[src/verilog/cet_params.svh]
// Named constants for the CPU execution state timing block
`ifndef CET_PARAMS_SVH
`define CET_PARAMS_SVH

// Field widths shared by the package and the module
`define CET_CNT_W        8
`define CET_WAIT_W       4
`define CET_COST_W       6
`define CET_ACC_W        20
`define CET_KIND_NUM     6

// Per-cycle state costs
`define CET_COST_ONE     6'h01
`define CET_COST_TWO     6'h02
`define CET_COST_THREE   6'h03
`define CET_COST_FOUR    6'h04
`define CET_COST_SIX     6'h06

// Reset values
`define CET_ACC_RST      20'h00000

`endif

[src/verilog/cet_pkg.sv]
// Types for the CPU execution state timing block
`include "cet_params.svh"

package cet_pkg;

  // Six kinds of cycle, in the order of the count vector
  typedef enum logic [2:0] {
    CET_KIND_FETCH,
    CET_KIND_BRANCH_RD,
    CET_KIND_STACK,
    CET_KIND_BYTE,
    CET_KIND_WORD,
    CET_KIND_INTERNAL
  } cet_kind_t;

  // Where a cycle goes
  typedef enum logic [1:0] {
    CET_REG_ONCHIP_MEM,
    CET_REG_ONCHIP_MOD,
    CET_REG_EXTERNAL
  } cet_region_t;

  // Bus width of a target
  typedef enum logic {
    CET_BUS_8,
    CET_BUS_16
  } cet_width_t;

  // Access style of an external target
  typedef enum logic {
    CET_ACC_2STATE,
    CET_ACC_3STATE
  } cet_style_t;

  // One target's access conditions
  typedef struct packed {
    cet_region_t                region;
    cet_width_t                 width;
    cet_style_t                 style;
    logic [`CET_WAIT_W-1:0]     waits;
  } cet_target_t;

  // One instruction's cycle counts and the targets of its cycles
  typedef struct packed {
    logic [`CET_KIND_NUM-1:0][`CET_CNT_W-1:0] cnt;
    cet_target_t                code_tgt;
    cet_target_t                stack_tgt;
    cet_target_t                data_tgt;
  } cet_req_t;

endpackage
[src/verilog/cet_exec_timer.sv]
// Instruction execution state calculator built from per-cycle costs
`timescale 1ns/100ps
`include "cet_params.svh"

module cet_exec_timer #(
  parameter int CNT_W  = `CET_CNT_W,   // Width of one cycle count
  parameter int COST_W = `CET_COST_W,  // Width of one per-cycle cost
  parameter int ACC_W  = `CET_ACC_W    // Width of the total
) (
  // Clock and reset
  input  wire logic                core_clk_i,
  input  wire logic                reset_n_i,
  // Request
  input  wire logic                req_valid_i,
  input  wire cet_pkg::cet_req_t   req_i,
  output      logic                req_ready_o,
  // Result
  output      logic                done_o,
  output      logic [ACC_W-1:0]    exec_states_o,
  output      logic [COST_W-1:0]   fetch_cost_o,
  output      logic [COST_W-1:0]   word_cost_o
);

  ////////////////////////////////////////////////////////////////////////////
  // Reset synchroniser
  ////////////////////////////////////////////////////////////////////////////

  logic rst_meta_r;  // First stage, read only by the second
  logic rst_n_r;     // Synchronised reset used by the design

  // Asynchronous assert, synchronous release
  always_ff @(posedge core_clk_i or negedge reset_n_i) begin
    if (!reset_n_i) begin
      // Both stages drop at once with the pin
      rst_meta_r <= 1'b0;
      rst_n_r    <= 1'b0;
    end else begin
      // Release ripples through two stages so no flop sees a metastable edge
      rst_meta_r <= 1'b1;
      rst_n_r    <= rst_meta_r;
    end
  end

  ////////////////////////////////////////////////////////////////////////////
  // Per-cycle cost
  ////////////////////////////////////////////////////////////////////////////

  // States taken by one cycle of the given kind on the given target
  // A cost depends only on the kind and on where the cycle goes
  // Branch reads and stack operations take the word figures
  function automatic logic [COST_W-1:0] cycle_cost(
    input cet_pkg::cet_kind_t   kind,
    input cet_pkg::cet_target_t tgt
  );
    logic [COST_W-1:0] m_c;    // Wait states
    logic [COST_W-1:0] m2_c;   // Twice the wait states
    logic              byte_c; // Byte-wide data access
    logic              fetch_c; // Instruction fetch
    // Wait-state terms widened to the cost width; 6 + 2m peaks at 36
    m_c     = COST_W'(tgt.waits);
    m2_c    = COST_W'({tgt.waits, 1'b0});
    byte_c  = (kind == cet_pkg::CET_KIND_BYTE);
    fetch_c = (kind == cet_pkg::CET_KIND_FETCH);
    // Branch reads and stack operations fall through as word accesses
    cycle_cost = `CET_COST_ONE;
    if (kind == cet_pkg::CET_KIND_INTERNAL) begin
      // Internal operation ignores the bus
      cycle_cost = `CET_COST_ONE;
    end else begin
      unique case (tgt.region)
        // On-chip memory answers in one state
        cet_pkg::CET_REG_ONCHIP_MEM: begin
          cycle_cost = `CET_COST_ONE;
        end
        // On-chip supporting modules, two states per bus access
        cet_pkg::CET_REG_ONCHIP_MOD: begin
          if (tgt.width == cet_pkg::CET_BUS_16) begin
            cycle_cost = `CET_COST_TWO;
          end else if (byte_c) begin
            cycle_cost = `CET_COST_TWO;
          end else begin
            cycle_cost = `CET_COST_FOUR;
          end
        end
        // External devices
        cet_pkg::CET_REG_EXTERNAL: begin
          if (tgt.width == cet_pkg::CET_BUS_16) begin
            // Sixteen-bit bus: one access per fetch or word
            if (tgt.style == cet_pkg::CET_ACC_2STATE) begin
              cycle_cost = `CET_COST_TWO;
            end else begin
              cycle_cost = COST_W'(`CET_COST_THREE + m_c);
            end
          end else if (tgt.style == cet_pkg::CET_ACC_2STATE) begin
            // Eight-bit bus, two-state access
            cycle_cost = byte_c ? `CET_COST_TWO : `CET_COST_FOUR;
          end else if (byte_c) begin
            // Eight-bit bus, three-state byte
            cycle_cost = COST_W'(`CET_COST_THREE + m_c);
          end else begin
            // Eight-bit bus, three-state word or fetch takes two accesses
            cycle_cost = COST_W'(`CET_COST_SIX + m2_c);
          end
        end
        // Unused region code costs one state
        default: begin
          cycle_cost = `CET_COST_ONE;
        end
      endcase
    end
    // Keep fetch recognisable for readers; it shares the word path
    if (fetch_c && tgt.region == cet_pkg::CET_REG_ONCHIP_MEM) begin
      cycle_cost = `CET_COST_ONE;
    end
  endfunction

  ////////////////////////////////////////////////////////////////////////////
  // Target selection and sum of products
  ////////////////////////////////////////////////////////////////////////////

  // Which target a cycle of a kind uses
  // Branch reads come from the code area; internal cycles touch no bus
  function automatic cet_pkg::cet_target_t pick_target(
    input cet_pkg::cet_kind_t kind,
    input cet_pkg::cet_req_t  req
  );
    unique case (kind)
      cet_pkg::CET_KIND_FETCH:     pick_target = req.code_tgt;
      cet_pkg::CET_KIND_BRANCH_RD: pick_target = req.code_tgt;
      cet_pkg::CET_KIND_STACK:     pick_target = req.stack_tgt;
      cet_pkg::CET_KIND_BYTE:      pick_target = req.data_tgt;
      cet_pkg::CET_KIND_WORD:      pick_target = req.data_tgt;
      cet_pkg::CET_KIND_INTERNAL:  pick_target = req.data_tgt;
      default:                     pick_target = req.data_tgt;
    endcase
  endfunction

  logic [ACC_W-1:0]  sum_nxt;        // Total for the request on the inputs
  logic [COST_W-1:0] fetch_cost_nxt; // Fetch cost for the request
  logic [COST_W-1:0] word_cost_nxt;  // Word cost for the request

  // Weigh each kind's count by its cost and add them up
  // 255 cycles of every kind at 36 states each still fit the total's width
  always_comb begin
    cet_pkg::cet_kind_t kind_c; // Kind being weighed
    logic [COST_W-1:0]  cost_c; // Its cost on its target
    logic [CNT_W-1:0]   cnt_c;  // Its count
    // Defaults first so that no path leaves a variable unassigned
    kind_c  = cet_pkg::CET_KIND_FETCH;
    cost_c  = `CET_COST_ONE;
    cnt_c   = '0;
    sum_nxt = `CET_ACC_RST;
    for (int k = 0; k < `CET_KIND_NUM; k++) begin
      kind_c  = cet_pkg::cet_kind_t'(k[2:0]);
      cost_c  = cycle_cost(kind_c, pick_target(kind_c, req_i));
      cnt_c   = CNT_W'(req_i.cnt[k]);
      sum_nxt = ACC_W'(sum_nxt + ACC_W'(cnt_c) * ACC_W'(cost_c));
    end
    // Two single costs that the result also shows on their own
    fetch_cost_nxt = cycle_cost(cet_pkg::CET_KIND_FETCH, req_i.code_tgt);
    word_cost_nxt  = cycle_cost(cet_pkg::CET_KIND_WORD, req_i.data_tgt);
  end

  ////////////////////////////////////////////////////////////////////////////
  // Handshake and result registers
  ////////////////////////////////////////////////////////////////////////////

  // Ready whenever out of reset; one request per cycle
  // The sum settles within one cycle, so there is never back pressure
  // A request on an edge where reset is still held is simply dropped
  assign req_ready_o = rst_n_r;

  // Result registers, one for each output
  logic              done_r;        // A request was taken on the last edge
  logic [ACC_W-1:0]  exec_states_r; // Total states of the last request
  logic [COST_W-1:0] fetch_cost_r;  // Fetch cost on its code target
  logic [COST_W-1:0] word_cost_r;   // Word cost on its data target

  // Done pulses one cycle after an accepted request
  always_ff @(posedge core_clk_i or negedge rst_n_r) begin
    if (!rst_n_r) begin
      // Nothing is taken while ready is low
      done_r <= 1'b0;
    end else begin
      // Ready is high here, so valid alone means taken
      done_r <= req_valid_i;
    end
  end

  // Result holds until the next accepted request
  always_ff @(posedge core_clk_i or negedge rst_n_r) begin
    if (!rst_n_r) begin
      // Cleared while the block is held in reset
      exec_states_r <= `CET_ACC_RST;
      fetch_cost_r  <= '0;
      word_cost_r   <= '0;
    end else if (req_valid_i) begin
      // Load the figures worked out for the request just taken
      exec_states_r <= sum_nxt;
      fetch_cost_r  <= fetch_cost_nxt;
      word_cost_r   <= word_cost_nxt;
    end
  end

  ////////////////////////////////////////////////////////////////////////////
  // Outputs
  ////////////////////////////////////////////////////////////////////////////

  // Every output comes straight from a flip-flop, ready from the second synchroniser stage
  assign done_o        = done_r;
  assign exec_states_o = exec_states_r;
  assign fetch_cost_o  = fetch_cost_r;
  assign word_cost_o   = word_cost_r;

endmodule // cet_exec_timer

[config.mk]
export PLATFORM = sky130hd
export DESIGN_NAME = cet_exec_timer
export DESIGN_NICKNAME = d
export VERILOG_FILES = /design/src/verilog/cet_pkg.sv /design/src/verilog/cet_exec_timer.sv
export VERILOG_INCLUDE_DIRS = /design/src /design/src/verilog
export SDC_FILE = /design/constraint.sdc
export NUM_CORES = 1
export LEC_CHECK = 0
export BUFFER_PORTS_ARGS = -buffer_cell sky130_fd_sc_hd__clkbuf_2
export CAP_MARGIN = 20
export CORE_UTILIZATION = 60
export DETAILED_ROUTE_END_ITERATION = 16
export PLACE_DENSITY = 0.81
export SLEW_MARGIN = 20
export SYNTH_ARGS = -nofsm -noshare
export SYNTH_HDL_FRONTEND = slang
export SYNTH_SLANG_ARGS = --single-unit
[constraint.sdc]
create_clock -name core_clk_i -period 1.4 [get_ports core_clk_i]
set_input_delay 0.07 -clock core_clk_i [delete_from_list [all_inputs] [get_ports core_clk_i]]
set_output_delay 0.07 -clock core_clk_i [all_outputs]
set_load 0.005 [all_outputs]
==> impl_metrics.tcl, run 1 <==
set metrics [dict create \
    status "complete, but fails checks" \
    violations "negative setup slack" \
    die_h_um 131 \
    avgSynthCellArea_um2 9.39 \
    slew_viol_final 0 \
    ir_drop_mv 3.35 \
    grt_pass1_vias 9092 \
    gp_congestion 0.936 \
    worstPathArrival_ns 6.91 \
    p_leak_nw 7.09 \
    setup_viol 19 \
    synth-simple-area-share 0.167 \
    placed_cell_area_um2 12000 \
    final_nets 1716 \
    critical_path.max_fanout 5 \
    rows 46 \
    track_usage 0.357 \
    clk_pin_slew_ns 0.05 \
    syn_to_final_growth_pct 34.3 \
    cts_buffers 5 \
    antenna_found_initial 0 \
    grt_max_degree 32 \
    synthTopCellsByCount "261 x inv_1, 210 x fa_1, 121 x nand2_1" \
    avgViaCountPerCell 5.70 \
    p_per_area_nw_per_um2 2230 \
    grt_pass1_wl_mm 45.5 \
    worst-path-buf-inv 5 \
    drc 0 \
    numPortBuffers 106 \
    required_ns 1.56 \
    ys_async_sr_fraction 1.00 \
    synthAdderAreaFrac 0.553 \
    cts_tree "done" \
    layout_setup_ws_ns -5.35 \
    ios 109 \
    muxShareOfSynthArea 0.0318 \
    cp_top_family "adder cells" \
    routed_wl_mm 31.6 \
    wire_per_inst_um 20.5 \
    synth_edf_count 0 \
    hold_viol_final 0 \
    yosysMostFrequentCell "inv_1" \
    max_cap_viol_count 0 \
    synth_xor_area_frac 0.0141 \
    hp-class "primary input to asynchronous set/reset pin" \
    synth_top_family_by_area "adder cells" \
    cp-start-kind "primary input" \
    synth_compound_area_frac 0.0416 \
    dp_hpwl_mm 22.0 \
    synth.largest_area_cell "fa_1" \
    final.setup.tns_ns -82.60 \
    rsz0062_at_grt "yes" \
    syn_inst 1057 \
    ys_types 54 \
    critPathKind "primary input to register" \
    cts_max_level 2 \
    final_area_um2 13300 \
    synth_top_cell_area_share 0.423 \
    yosys_register_bits 33 \
    antenna-diode-count 0 \
    cts.sinks 33 \
    syn_area_um2 9930 \
    via_count 8799 \
    crit_path_end_kind "register" \
    period_minus_slack_ns 6.75 \
    die_w_um 131 \
    whs_ns 0.104 \
    crit_slowest_cell "fa_1" \
    worstSkewPairLatency_ns 0.28 \
    ys_seq_area_frac 0.0832 \
    cpMostUsedCell "fa_1" \
    ys.flop_type "dfrtp_1" \
    post-place-ws_ns -5.57 \
    synth_warnings 0 \
    initial_utilization 0.621 \
    dp.cells 1507 \
    die-area_um2 17100 \
    drtAntennaViolNets 0 \
    skew_ns 0.00240 \
    layout-drive-gt1-share 0.374 \
    drtIter0Drc 718 \
    cts_root_buffer "clkbuf_16" \
    synthTopCellsByArea "fa_1 42%, ha_1 13%, inv_1 9.9%" \
    core_area_um2 16000 \
    finalCritPeriodShare 4.82 \
    grt-ovfl-total 0 \
    clock.fmax_ghz 0.148 \
    dr.pass1.iters 5 \
    crit_path_max_incr_delay_ns 0.56 \
    instances_no_fill 1543 \
    ff2ff_setup_slack_ns 0.52 \
    clockBufferDepth 2 \
]
## final cells by class
cell class                      instances  area (um^2)
Sequential cell                        33          826
Tap cell                              216          270
Inverter                              263         1010
Multi-Input combinational cell        742         9070
Clock inverter                          1         5.00
Clock buffer                            5          125
Timing Repair Buffer                  283         2020
Fill cell                             826         2670
## worst paths after layout
check	startpoint	to	cells after the start
setup / recovery	req_i[6]	exec_states_o[13]	26
setup reg to reg	exec_states_o[15]	exec_states_o[15]	2
max in group asynchronous	req_ready_o	exec_states_o[0]	1
hold / removal	reset_n_i	rst_meta_r	2
min in group core_clk_i	req_valid_i	exec_states_o[13]	2
hold reg to reg	req_ready_o	exec_states_o[7]	1
## repair_timing
| action | in CTS | in global routing |
|---|---|---|
| resized for setup | 135 | 87 |
| endpoints found under the setup margin | 20 | 22 |
| hold endpoints to repair | 2 | 0 |
| setup buffers | 19 | 13 |
| pin swaps | 71 | 53 |
| hold buffers | 1 | 0 |
## flip-flops by register name, summed over array words and instances (netlist names)
signal / flops
fetch_cost_o: 6
req_ready_o: 1
done_o: 1
word_cost_o: 6
exec_states_o: 18
rst_meta_r: 1
## layer usage
| metal | track usage | wire length [um] | up-vias |
|---|---|---|---|
| li1 | - | - | 3720 |
| met1 | 0.458 | 11300 | 4346 |
| met2 | 0.617 | 15900 | 570 |
| met3 | 0.0436 | 2550 | 163 |
| met4 | 0.148 | 1930 | 0 |
| met5 | 0 | 0 | - |
## cell families (layout without fill, tap and decap cells)
kind of cell               after synthesis  count (layout)
DFF                                     33              33
other                                    2               3
buffers and inverters                  283             552
xor gates and xnor gates                16              16
and+or+nand+nor                        320             320
muxes                                   28              28
AOI/OAI and AO/OA                       62              62
adders and majority gates              313             313
## metrics by stage
stage | total power, mW | util
after floorplan | 14.8 | -
after global placement | 20.9 | 0.751
after detailed placement | 21.6 | 0.751
after CTS | 26.0 | 0.807
after global routing | 31.0 | 0.833
final | 29.7 | 0.833
## where the power goes
part,switching (mW),internal (mW)
combinational,13.5,13.8
clock,0.391,0.635
sequential,0.143,1.26
total,14.0,15.7
## worst reg2reg max path: stages (launching register included)
cell and delay (ns):
dfrtp_1 0.38, a221oi_1 0.29, nand2_1 0.09
## placed cells by master, fill, tap and decap left out, types with 23 or more instances in the layout
cell type / instances
ha_4: 31
buf_4: 156
inv_1: 233
inv_2: 24
clkbuf_2: 98
and3_1: 23
fa_1: 199
nand2_1: 99
ha_1: 69
and2_1: 100
dfrtp_1: 33
No activity file was read; power rests on OpenSTA's default activity.
==> run 2: changes to the inputs <==
--- a/config.mk
+++ b/config.mk
@@ -10,6 +10,7 @@
 export CAP_MARGIN = 20
 export CORE_UTILIZATION = 60
 export DETAILED_ROUTE_END_ITERATION = 16
+export HOLD_SLACK_MARGIN = 0.12
 export PLACE_DENSITY = 0.81
 export SLEW_MARGIN = 20
 export SYNTH_ARGS = -nofsm -noshare
==> run 2 against run 1 <==
  * The flow still finishes with violations (negative setup slack)
  * Critical path type unchanged
  * Sequential power about the same
  * Core utilization increased by 0.063 points
  * Sequential share of layout area is essentially flat
  * Via count down 0.70%
  * Non-clock buffer count increased by 1
  * Fmax up 0.29%
  * Die area stayed put
  * Largest cell class unchanged
  * Global-route usage about the same
==> impl_metrics.tcl, run 2 (synthesis gave the netlist of run 1 again) <==
set metrics [dict create \
    status "complete, but fails checks" \
    violations "negative setup slack" \
    cts_buffers 5 \
    final_nets 1717 \
    ios 109 \
    worstSkewPairLatency_ns 0.28 \
    drtIter0Drc 681 \
    cts_tree "done" \
    cts_root_buffer "clkbuf_16" \
    critical_path.max_fanout 5 \
    avgViaCountPerCell 5.66 \
    hold_viol_final 0 \
    routed_wl_mm 31.6 \
    reg2reg_from "exec_states_o[15]" \
    final_area_um2 13300 \
    core_area_um2 16000 \
    p_per_area_nw_per_um2 2230 \
    antenna-diode-count 0 \
    drc 0 \
    syn_to_final_growth_pct 34.4 \
    die-area_um2 17100 \
    rr_endpoint "exec_states_o[15]" \
    multiInputGateArea_um2 9070 \
    cts_max_level 2 \
    clockBufferDepth 2 \
    clock.fmax_ghz 0.149 \
    grt_max_degree 32 \
    die_w_um 131 \
    placed_cell_area_um2 12000 \
    final_cell_mix "233 x inv_1, 199 x fa_1, 156 x buf_4, 100 x and2_1, 99 x nand2_1" \
    layout_commonest_cell "inv_1" \
    track_usage 0.357 \
    nFillCells 827 \
    critPathKind "primary input to register" \
    numPortBuffers 106 \
    dp_hpwl_mm 22.0 \
    crit_path_start "req_i[6]" \
    cp-start-kind "primary input" \
    period_minus_slack_ns 6.73 \
    cts.sinks 33 \
    finalCritPeriodShare 4.80 \
    initial_utilization 0.621 \
    crit_path_end_kind "register" \
    dr.pass1.iters 5 \
    layout-drive-gt1-share 0.373 \
    ff2ff_setup_slack_ns 0.52 \
    r2r_cells 2 \
    seqCellArea_um2 826 \
    cp-endpoint "exec_states_o[13]" \
    gp_congestion 0.936 \
    slew_viol_final 0 \
    required_ns 1.56 \
    antenna_found_initial 0 \
    max_cap_viol_count 0 \
    clk_pin_slew_ns 0.05 \
    hp-class "primary input to register" \
    worstPathArrival_ns 6.89 \
    via_count 8737 \
    die_h_um 131 \
    skew_ns 0.00245 \
    layout_setup_ws_ns -5.33 \
    rows 46 \
    wire_per_inst_um 20.5 \
    drtAntennaViolNets 0 \
    grt_pass1_vias 9098 \
    grt_pass1_wl_mm 45.5 \
    rsz0062_at_grt "yes" \
    setup_viol 19 \
    post-place-ws_ns -5.57 \
    p_leak_nw 7.09 \
    ir_drop_mv 3.34 \
    grt-ovfl-total 0 \
    largest_reg_flops 18 \
]
[run 2: worst min path at each step]
| stage | endpoint | startpoint | cells after the start |
|---|---|---|---|
| after CTS | exec_states_o[13] | req_valid_i | 2 |
| after global routing | exec_states_o[13] | req_valid_i | 2 |
| after floorplan | req_ready_o | reset_n_i | 0 |
| after detailed placement | rst_meta_r | reset_n_i | 1 |
| after global placement | req_ready_o | reset_n_i | 1 |
| final | exec_states_o[13] | req_valid_i | 2 |
[run 2: area by class of cell]
class                   instances  share of cell area
clock buffers                   5             0.00938
clock inverters                 1            0.000375
inverters                     263              0.0757
multi-input cells             742               0.680
flip-flops and latches         33              0.0619
well taps                     216              0.0203
repair buffers                284               0.152
[run 2: metrics by stage]
step | util | cells | TNS (ns) | total power, mW | hold slack [ns]
after floorplan | - | 1058 | -79.46 | 14.8 | -0.226
after global placement | 0.751 | 1507 | -88.05 | 20.9 | -0.146
after detailed placement | 0.751 | 1507 | -90.11 | 21.6 | -0.144
after CTS | 0.808 | 1532 | -79.80 | 26.0 | 0.192
after global routing | 0.834 | 1544 | -84.62 | 31.0 | 0.206
final | 0.834 | 1544 | -82.48 | 29.7 | 0.191
[run 2: where the power goes]
group,internal [mW],switching [mW]
Clock,0.634,0.384
Sequential,1.26,0.142
Combinational,13.8,13.5
[run 2: worst max-delay path, stage by stage]
cell       delay (ns)
clkbuf_16        0.14
inv_12           0.05
ha_4             0.14
nand3_4          0.08
nor3b_4          0.24
a21oi_2          0.06
a211oi_2         0.22
buf_4            0.21
and2_4           0.15
fa_1             0.43
fa_1             0.53
inv_2            0.05
fa_2             0.48
fa_1             0.56
inv_2            0.04
fa_1             0.55
fa_1             0.44
fa_1             0.52
fa_1             0.46
ha_4             0.28
a21o_1           0.17
a21oi_2          0.19
nand2_2          0.13
a311oi_4         0.33
xnor2_1          0.11
mux2_4           0.26
[run 2: repair_timing]
action,CTS,global route
pin swaps,71,53
endpoints found under the hold margin,2,0
cloned,0,0
buffers inserted,19,13
gates resized for setup,135,87
hold buffers,2,0
setup endpoints to repair,20,22
[run 2: routing by layer]
layer / share of wire / routed length [um] / GRT usage / vias to the layer above
met1: 0.36 / 11400 / 0.458 / 4344
met4: 0.058 / 1820 / 0.148 / 0
li1: - / - / - / 3717
met2: 0.51 / 16000 / 0.617 / 524
met5: 0 / 0 / 0 / -
met3: 0.076 / 2410 / 0.0436 / 152
